`config.mk`:
```
export PLATFORM = sky130hd
export DESIGN_NAME = dbc_core
export DESIGN_NICKNAME = d
export VERILOG_FILES = /design/src/inc/dbc_pkg.sv /design/src/core/dbc_core.sv
export VERILOG_INCLUDE_DIRS = /design/src /design/src/inc
export SDC_FILE = /design/constraint.sdc
export NUM_CORES = 1
export LEC_CHECK = 0
export BUFFER_PORTS_ARGS = -buffer_cell sky130_fd_sc_hd__buf_4
export CAP_MARGIN = 20
export CORE_MARGIN = 4
export CORE_UTILIZATION = 57
export DETAILED_ROUTE_END_ITERATION = 10
export GPL_TIMING_DRIVEN = 0
export HOLD_SLACK_MARGIN = 0.06
export PLACE_DENSITY = 0.83
export SLEW_MARGIN = 10
export SYNTH_ARGS = -nofsm -noshare
export SYNTH_HDL_FRONTEND = slang
export SYNTH_SLANG_ARGS = --single-unit
```
`constraint.sdc`:
```
create_clock -name ref_clk -period 8.6 [get_ports ref_clk]
set_input_delay 0.43 -clock ref_clk [delete_from_list [all_inputs] [get_ports ref_clk]]
set_output_delay 0.43 -clock ref_clk [all_outputs]
set_load 0.005 [all_outputs]
```
`src/inc/dbc_map.svh`:
```
// Constants for the DMA bus cycle signalling block
`ifndef DBC_MAP_SVH
`define DBC_MAP_SVH

// ----------------------------------------
// Address field positions
// ----------------------------------------
`define DBC_ADDR_W        16
`define DBC_LOW_MSB       3
`define DBC_UPNIB_MSB     7
`define DBC_UPNIB_LSB     4
`define DBC_UPBYTE_MSB    15
`define DBC_UPBYTE_LSB    8

// ----------------------------------------
// Reset values
// ----------------------------------------
`define DBC_GRANT_RST     4'hF
`define DBC_STROBE_RST    4'hF
`define DBC_BYTE_RST      8'h00
`define DBC_ADDR_RST      16'h0000
`define DBC_NIB_RST       4'h0

// ----------------------------------------
// Address steps
// ----------------------------------------
`define DBC_STEP_BYTE     16'h0001
`define DBC_STEP_WORD     16'h0002

`endif

```
`src/inc/dbc_pkg.sv`:
```
// Types shared by the DMA bus cycle signalling block
package dbc_pkg;

   // ----------------------------------------
   // Service states
   // ----------------------------------------
   typedef enum logic [2:0]
   {
      ST_IDLE = 3'b000,
      ST_HOLD = 3'b001,
      ST_UPD  = 3'b010,
      ST_S2   = 3'b011,
      ST_S3   = 3'b100,
      ST_S4   = 3'b101
   } dbc_state_type;

   // ----------------------------------------
   // Transfer direction per channel
   // ----------------------------------------
   typedef enum logic [1:0]
   {
      DIR_VERIFY = 2'b00,
      DIR_WRITE  = 2'b01,
      DIR_READ   = 2'b10
   } dbc_dir_type;

   // Per-channel configuration
   typedef struct packed
   {
      dbc_dir_type dir;
      logic        block;
   } dbc_chan_cfg_type;

   // Active-low bus strobes
   typedef struct packed
   {
      logic mem_rd_b;
      logic mem_wr_b;
      logic io_rd_b;
      logic io_wr_b;
   } dbc_strobe_type;

endpackage : dbc_pkg

```
`src/core/dbc_core.sv`:
```
// Bus cycle address and control signalling of a four-channel DMA engine
// Operation
// - Idle: low address lines are inputs selecting a control register.
// - Active service: low address lines output transfer address bits 3..0.
// - Wide mode and 16-bit channel: address bit zero held low throughout.
// - Upper nibble address driven only during service, otherwise released.
// - Hold request on unmasked channel request or software request.
// - Hold request looped to grant gives exactly one hold-wait state.
// - Grant output of serviced channel marks its ownership of the cycle; no grant in memory-to-memory mode.
// - Grant polarity programmable; reset leaves grants active low.
// - Address drive enable high during transfers to enable upper latch.
// - Block mode: upper strobe only when upper byte changes.
// - Upper address strobe timed from clock falling edge.
// - Memory read strobe on read transfers and memory-to-memory read half.
// - Memory write strobe on write transfers and memory-to-memory write half.
// - Width/latch enable released whenever wide mode is off.
// - Wide mode address-update state: width output low 16-bit, high 8-bit.
// - Memory-to-memory read half: width output latches upper data byte.
// - Memory-to-memory write half: width output returns held byte to bus.
// - Upper eight address bits placed on data lines in the address-update state.
// - I/O read strobe driven during write-direction transfers.
// - I/O write strobe driven during read-direction transfers.
`timescale 1ns/1ps
`include "dbc_map.svh"
module dbc_core #(
   parameter int CHANNELS = 4
) (
   input  wire logic                                   ref_clk,
   input  wire logic                                   rst_b,
   input  wire logic [CHANNELS-1:0]                    channel_request_in,
   input  wire logic [CHANNELS-1:0]                    channel_mask,
   input  wire logic [CHANNELS-1:0]                    soft_request,
   input  wire logic [CHANNELS-1:0]                    width_select,
   input  wire logic                                   wide_mode_en,
   input  wire logic                                   grant_active_high,
   input  wire logic                                   mem_to_mem_en,
   input  wire dbc_pkg::dbc_chan_cfg_type [CHANNELS-1:0] chan_cfg,
   input  wire logic [`DBC_ADDR_W-1:0]                 start_addr,
   input  wire logic [`DBC_ADDR_W-1:0]                 dest_addr,
   input  wire logic [`DBC_ADDR_W-1:0]                 start_count,
   input  wire logic                                   hold_grant,
   input  wire logic [3:0]                             low_address_lines_in,
   output logic [3:0]                                  low_address_lines_out,
   output logic                                        low_address_lines_oe,
   output logic [3:0]                                  idle_reg_select,
   output logic [3:0]                                  upper_nibble_address_out,
   output logic                                        upper_nibble_address_oe,
   input  wire logic [7:0]                             data_lines_in,
   output logic [7:0]                                  data_lines_out,
   output logic                                        data_lines_oe,
   output logic                                        hold_request,
   output logic [CHANNELS-1:0]                         channel_grant_out,
   output logic                                        address_drive_enable,
   output logic                                        upper_address_strobe,
   output dbc_pkg::dbc_strobe_type                     strobe_out,
   output logic                                        strobe_oe,
   output logic                                        width_latch_enable_out,
   output logic                                        width_latch_enable_oe
);
   // ----------------------------------------
   // Helpers
   // ----------------------------------------
   // Fixed priority, channel zero first
   function automatic logic [1:0] pick_chan(input logic [CHANNELS-1:0] req);
      logic [1:0] idx;
      idx = 2'd0;
      for (int i = CHANNELS - 1; i >= 0; i--)
      begin
         if (req[i])
            idx = 2'(i);
      end
      return idx;
   endfunction : pick_chan
   function automatic logic [7:0] upper_byte(input logic [`DBC_ADDR_W-1:0] a);
      return a[`DBC_UPBYTE_MSB:`DBC_UPBYTE_LSB];
   endfunction : upper_byte
   // ----------------------------------------
   // Sequencer state
   // ----------------------------------------
   dbc_pkg::dbc_state_type   state_reg, state_next;
   logic                     half_reg, half_next;
   logic                     fresh_reg, fresh_next;
   logic [1:0]               chan_reg, chan_next;
   logic [`DBC_ADDR_W-1:0]   src_reg, src_next;
   logic [`DBC_ADDR_W-1:0]   dst_reg, dst_next;
   logic [`DBC_ADDR_W-1:0]   cnt_reg, cnt_next;
   logic [7:0]               upper_reg, upper_next;
   logic [7:0]               temp_reg, temp_next;
   logic [CHANNELS-1:0]      pending;
   logic                     wide_ch;
   logic [`DBC_ADDR_W-1:0]   step;
   logic [`DBC_ADDR_W-1:0]   src_inc;
   logic [`DBC_ADDR_W-1:0]   dst_inc;
   assign pending = (channel_request_in & ~channel_mask) | soft_request;
   assign wide_ch = wide_mode_en & width_select[chan_reg];
   assign step    = wide_ch ? `DBC_STEP_WORD : `DBC_STEP_BYTE;
   assign src_inc = src_reg + step;
   assign dst_inc = dst_reg + step;
   // Next state of the service sequence
   always_comb
   begin
      state_next = state_reg;
      half_next  = half_reg;
      fresh_next = fresh_reg;
      chan_next  = chan_reg;
      src_next   = src_reg;
      dst_next   = dst_reg;
      cnt_next   = cnt_reg;
      upper_next = upper_reg;
      temp_next  = temp_reg;
      unique case (state_reg)
         dbc_pkg::ST_IDLE:
            if (|pending)
            begin
               chan_next  = pick_chan(pending);
               src_next   = start_addr;
               dst_next   = dest_addr;
               cnt_next   = start_count;
               half_next  = 1'b0;
               fresh_next = 1'b1;
               state_next = dbc_pkg::ST_HOLD;
            end
         // No transfer until the host grants the bus
         dbc_pkg::ST_HOLD:
            if (hold_grant)
               state_next = dbc_pkg::ST_UPD;
         dbc_pkg::ST_UPD:
         begin
            upper_next = upper_byte(half_reg ? dst_reg : src_reg);
            fresh_next = 1'b0;
            state_next = dbc_pkg::ST_S2;
         end
         dbc_pkg::ST_S2:
            state_next = dbc_pkg::ST_S3;
         dbc_pkg::ST_S3:
         begin
            if (mem_to_mem_en && !half_reg)
               temp_next = data_lines_in;
            state_next = dbc_pkg::ST_S4;
         end
         dbc_pkg::ST_S4:
         begin
            // Skip address update while upper byte is unchanged
            if (mem_to_mem_en && !half_reg)
            begin
               half_next  = 1'b1;
               state_next = (upper_byte(dst_reg) != upper_reg) ? dbc_pkg::ST_UPD : dbc_pkg::ST_S2;
            end
            else
            begin
               half_next = 1'b0;
               src_next  = src_inc;
               dst_next  = dst_inc;
               cnt_next  = cnt_reg - `DBC_STEP_BYTE;
               if (cnt_reg == `DBC_ADDR_RST || !chan_cfg[chan_reg].block)
                  state_next = dbc_pkg::ST_IDLE;
               else if (upper_byte(src_inc) != upper_reg)
                  state_next = dbc_pkg::ST_UPD;
               else
                  state_next = dbc_pkg::ST_S2;
            end
         end
         default:
            state_next = dbc_pkg::ST_IDLE;
      endcase
   end
   // Sequencer registers
   always_ff @(posedge ref_clk or negedge rst_b)
   begin
      if (!rst_b)
      begin
         state_reg <= dbc_pkg::ST_IDLE;
         half_reg  <= 1'b0;
         fresh_reg <= 1'b0;
         chan_reg  <= 2'd0;
         src_reg   <= `DBC_ADDR_RST;
         dst_reg   <= `DBC_ADDR_RST;
         cnt_reg   <= `DBC_ADDR_RST;
         upper_reg <= `DBC_BYTE_RST;
         temp_reg  <= `DBC_BYTE_RST;
      end
      else
      begin
         state_reg <= state_next;
         half_reg  <= half_next;
         fresh_reg <= fresh_next;
         chan_reg  <= chan_next;
         src_reg   <= src_next;
         dst_reg   <= dst_next;
         cnt_reg   <= cnt_next;
         upper_reg <= upper_next;
         temp_reg  <= temp_next;
      end
   end
   // ----------------------------------------
   // Pin outputs
   // ----------------------------------------
   // Outputs follow the next state so every pin comes straight from a flop
   logic                   svc_n, wide_n, m2m_rd_n, m2m_wr_n;
   logic [`DBC_ADDR_W-1:0] addr_n;
   logic [3:0]             low_out_next, sel_next, nib_next, grant_next;
   logic [7:0]             data_next;
   logic                   low_oe_next, data_oe_next, hold_next, aen_next;
   logic                   wle_next, wle_oe_next, stb_oe_next;
   dbc_pkg::dbc_strobe_type strobe_next;
   always_comb
   begin
      svc_n    = (state_next != dbc_pkg::ST_IDLE) && (state_next != dbc_pkg::ST_HOLD);
      wide_n   = wide_mode_en & width_select[chan_next];
      m2m_rd_n = mem_to_mem_en & !half_next;
      m2m_wr_n = mem_to_mem_en & half_next;
      addr_n   = half_next ? dst_next : src_next;
      // Capture register select while the bus belongs to the host
      sel_next = svc_n ? idle_reg_select : low_address_lines_in;
      // Low address drive, even word addresses
      low_oe_next  = svc_n;
      low_out_next = {addr_n[`DBC_LOW_MSB:1], addr_n[0] & ~wide_n};
      nib_next = svc_n ? addr_n[`DBC_UPNIB_MSB:`DBC_UPNIB_LSB] : `DBC_NIB_RST;
      // Upper address byte on data lines in update state
      data_oe_next = svc_n && ((state_next == dbc_pkg::ST_UPD) || m2m_wr_n);
      data_next    = (state_next == dbc_pkg::ST_UPD) ? upper_byte(addr_n) : temp_next;
      // Hold request held across the whole service
      hold_next = (state_next != dbc_pkg::ST_IDLE);
      grant_next = (svc_n && !mem_to_mem_en) ? (4'h1 << chan_next) : 4'h0;
      grant_next = grant_active_high ? grant_next : ~grant_next;
      // Drive enable, held for service, dropped at idle
      aen_next = svc_n;
      // Memory read, memory write, I/O read, I/O write
      stb_oe_next = svc_n;
      strobe_next = `DBC_STROBE_RST;
      if ((state_next == dbc_pkg::ST_S2) || (state_next == dbc_pkg::ST_S3))
      begin
         strobe_next.mem_rd_b = !(m2m_rd_n || (!mem_to_mem_en && chan_cfg[chan_next].dir == dbc_pkg::DIR_READ));
         strobe_next.io_rd_b  = !(!mem_to_mem_en && chan_cfg[chan_next].dir == dbc_pkg::DIR_WRITE);
      end
      if (state_next == dbc_pkg::ST_S3)
      begin
         strobe_next.mem_wr_b = !(m2m_wr_n || (!mem_to_mem_en && chan_cfg[chan_next].dir == dbc_pkg::DIR_WRITE));
         strobe_next.io_wr_b  = !(!mem_to_mem_en && chan_cfg[chan_next].dir == dbc_pkg::DIR_READ);
      end
      // Released unless wide mode is on
      wle_oe_next = wide_mode_en && svc_n;
      // Width code, latch upper byte, return it
      if (state_next == dbc_pkg::ST_UPD)
         wle_next = ~wide_n;
      else if (m2m_rd_n)
         wle_next = (state_next == dbc_pkg::ST_S3);
      else
         wle_next = m2m_wr_n;
   end
   // Pin registers; reset leaves every driver released
   always_ff @(posedge ref_clk or negedge rst_b)
   begin
      if (!rst_b)
      begin
         low_address_lines_out    <= `DBC_NIB_RST;
         low_address_lines_oe     <= 1'b0;
         idle_reg_select          <= `DBC_NIB_RST;
         upper_nibble_address_out <= `DBC_NIB_RST;
         upper_nibble_address_oe  <= 1'b0;
         data_lines_out           <= `DBC_BYTE_RST;
         data_lines_oe            <= 1'b0;
         hold_request             <= 1'b0;
         channel_grant_out        <= `DBC_GRANT_RST;
         address_drive_enable     <= 1'b0;
         strobe_out               <= `DBC_STROBE_RST;
         strobe_oe                <= 1'b0;
         width_latch_enable_out   <= 1'b1;
         width_latch_enable_oe    <= 1'b0;
      end
      else
      begin
         low_address_lines_out    <= low_out_next;
         low_address_lines_oe     <= low_oe_next;
         idle_reg_select          <= sel_next;
         upper_nibble_address_out <= nib_next;
         upper_nibble_address_oe  <= svc_n;
         data_lines_out           <= data_next;
         data_lines_oe            <= data_oe_next;
         hold_request             <= hold_next;
         channel_grant_out        <= grant_next;
         address_drive_enable     <= aen_next;
         strobe_out               <= strobe_next;
         strobe_oe                <= stb_oe_next;
         width_latch_enable_out   <= wle_next;
         width_latch_enable_oe    <= wle_oe_next;
      end
   end
   // ----------------------------------------
   // Upper address strobe
   // ----------------------------------------
   // Falling-edge timing gives the latch half a cycle of setup
   logic stb_next;
   assign stb_next = (state_reg == dbc_pkg::ST_UPD);
   always_ff @(negedge ref_clk or negedge rst_b)
   begin
      if (!rst_b)
         upper_address_strobe <= 1'b0;
      else
         upper_address_strobe <= stb_next;
   end
endmodule : dbc_core

```
==> results_dict.tcl <==
set metrics [dict create \
    antenna_found_initial 0 \
    initial_utilization_pct 58.2 \
    worst_pin_slew_ns 0.952 \
    coreArea_um2 10300 \
    synth_top_family_by_area "simple AND/OR/NAND/NOR gates" \
    synth-xor-area-share_pct 2.93 \
    routed_wirelength_um 18200 \
    dr.pass1.iters 5 \
    worst_slack_ns 2.34 \
    cts_resized 0 \
    area_growth_pct 23.1 \
    fin_skew_ns 0.0205 \
    cts_hold_buf 0 \
    rsz0062_at_grt "no" \
    synthSimpleGateAreaFrac_pct 19.2 \
    synth_area_per_cell_um2 9.60 \
    cts_sinks 104 \
    clk_pin_slew_worst_paths_ns 0.09 \
    io_pins 131 \
    status "finished, final reports clean" \
    cts_setup_buffers 0 \
    synth_edf_count 0 \
    synthMuxAreaShare_pct 9.29 \
    grt_max_degree 105 \
    grt_pass1_wl_um 29300 \
    required_ns 4.59 \
    die_area_um2 12200 \
    post-place-ws_ns 2.46 \
    overflow 0 \
    drv_cap 0 \
    arrival_ns 2.24 \
    slew_headroom_pct 36.4 \
    wl_per_cell_um 20.2 \
    cts_tree "built" \
    synth_compound_area_share_pct 19.0 \
    setup_viol 0 \
    avgViaCountPerCell 6.33 \
    postRouteAntennaNets 0 \
    synth_flop_cell "dfrtp_1" \
    ys_seq_area_share_pct 43.7 \
    rows 37 \
    die_x_um 110 \
    seqCellArea_um2 2610 \
    hp-class "in2async" \
    pwr_density_cell_nw_per_um2 372 \
    nFillCells 804 \
    ys_seq_elements 104 \
    final_cell_mix "buf_4, dfrtp_1, nor2_1" \
    synth_cell_types 72 \
    drc 0 \
    syn_nets 724 \
    hold_violations 0 \
    p_leak_nw 3.29 \
    cts_max_path_buffers 2 \
    cp-end-kind "flip-flop" \
    cp-start-kind "flip-flop" \
    numCtsBuffers 9 \
    vias 5713 \
    finalSetupTns_ns 0 \
    die_y_um 110 \
    drtIter0Drc 548 \
    portBuffers 129 \
    drv_slew 0 \
    htreeDepth 3 \
    nNetsFinal 864 \
    yosys_warnings 0 \
    final_common_cell "buf_4" \
    layout-drive-gt1-share_pct 26.0 \
    multiInputGateArea_um2 3120 \
    gp_congestion 0.935 \
    syn_area_um2 5980 \
    synthAdderAreaFrac_pct 1.72 \
    grt_pass1_vias 5745 \
    clock_latency_ns 0.38 \
    crit_fanout 10 \
    grt_usage_pct 29.7 \
    netlist_instances 623 \
    clockRootBuffer "clkbuf_8" \
    ir_drop_v 0.000198 \
    postSynth.asyncResetShare_pct 100 \
    crit_type "reg2reg" \
    dpl.hpwl_um 13300 \
    n_antenna_cell 0 \
]
final cells by class:
cell class	instances	share of cell area (%)
Buffer	36	2.34
Tap cell	136	2.31
Timing Repair Buffer	129	13.2
Clock buffer	11	2.06
Sequential cell	104	35.5
Inverter	20	1.02
Multi-Input combinational cell	463	42.3
Clock inverter	3	1.22
logic make-up after synthesis:
family                     Yosys count
DFF                                104
xor gates and xnor gates            20
and+or+nand+nor                    220
adders and majority gates            7
muxes                               48
AOI/OAI and AO/OA                  168
buffers and inverters               56
Yosys cell counts (6+ instances only):
| cell | count | share of area [%] |
|---|---|---|
| a211oi_1 | 6 | 0.75 |
| a21o_1 | 6 | 0.75 |
| a21oi_1 | 38 | 3.2 |
| a221o_1 | 8 | 1.3 |
| a22oi_1 | 12 | 1.5 |
| a31oi_1 | 7 | 0.73 |
| and2_1 | 8 | 0.84 |
| and3_1 | 9 | 0.94 |
| clkbuf_1 | 23 | 1.4 |
| dfrtp_1 | 94 | 39 |
| dfstp_2 | 9 | 4.0 |
| inv_1 | 18 | 1.1 |
| mux2_2 | 20 | 3.8 |
| mux2i_1 | 21 | 3.5 |
| nand2_1 | 50 | 3.1 |
| nand2b_1 | 6 | 0.63 |
| nand3_1 | 15 | 1.3 |
| nand4_1 | 12 | 1.3 |
| nor2_1 | 57 | 3.6 |
| nor2b_1 | 6 | 0.63 |
| nor3_1 | 9 | 0.75 |
| nor3b_1 | 10 | 1.3 |
| nor4_1 | 12 | 1.3 |
| o211ai_1 | 11 | 1.4 |
| o21ai_0 | 37 | 3.1 |
| xnor2_1 | 15 | 2.2 |
routing by layer:
layer	track usage, %	vias up	part of all wire [%]
met5	0	-	0
met4	11.1	0	2.6
met3	5.59	44	8.2
met2	50.2	312	51
met1	37.8	2769	39
li1	-	2588	-
final timing paths:
path                                              from  cells after the start                              to  slack [ns]
max in group asynchronous                        rst_b                      1  upper_address_strobe$_DFF_NN0_        3.63
worst min-delay path                             rst_b                      1     data_lines_out[1]$_DFF_PN0_        0.17
worst max register to register  state_reg[0]$_DFF_PN0_                      4  upper_address_strobe$_DFF_NN0_        2.34
min in group ref_clk                     dest_addr[11]                      2           dst_reg[11]$_DFF_PN0_        0.24
worst min register to register   temp_reg[0]$_DFF_PN0_                      1           temp_reg[0]$_DFF_PN0_        0.50
worst max-delay path            state_reg[0]$_DFF_PN0_                      4  upper_address_strobe$_DFF_NN0_        2.34
stage by stage:
stage	util [%]	total power [W]	std cells	hold WS [ns]	cell area, um2
2_1_floorplan	-	0.00184	623	0.134	5980
3_3_place_gp	69.3	0.00226	888	0.473	7120
3_5_place_dp	69.3	0.00233	888	0.482	7120
4_1_cts	71.6	0.00271	902	0.213	7360
5_1_grt	71.6	0.00291	902	0.234	7360
6_report	71.6	0.00274	902	0.171	7360
critical path, cell delays in order (launching register included):
cell and delay, ns:
dfrtp_1 0.37, clkbuf_1 0.19, nand2b_1 0.20, nor2_1 0.60, clkbuf_1 0.50
report_power, final:
group / internal, W / switching (W) / leakage (nW)
Clock: 0.000206 / 0.000167 / 0.121
Sequential: 0.000728 / 0.000202 / 1.25
Combinational: 0.000636 / 0.000797 / 1.92
Note: power is estimated with default switching activity, not from simulation.
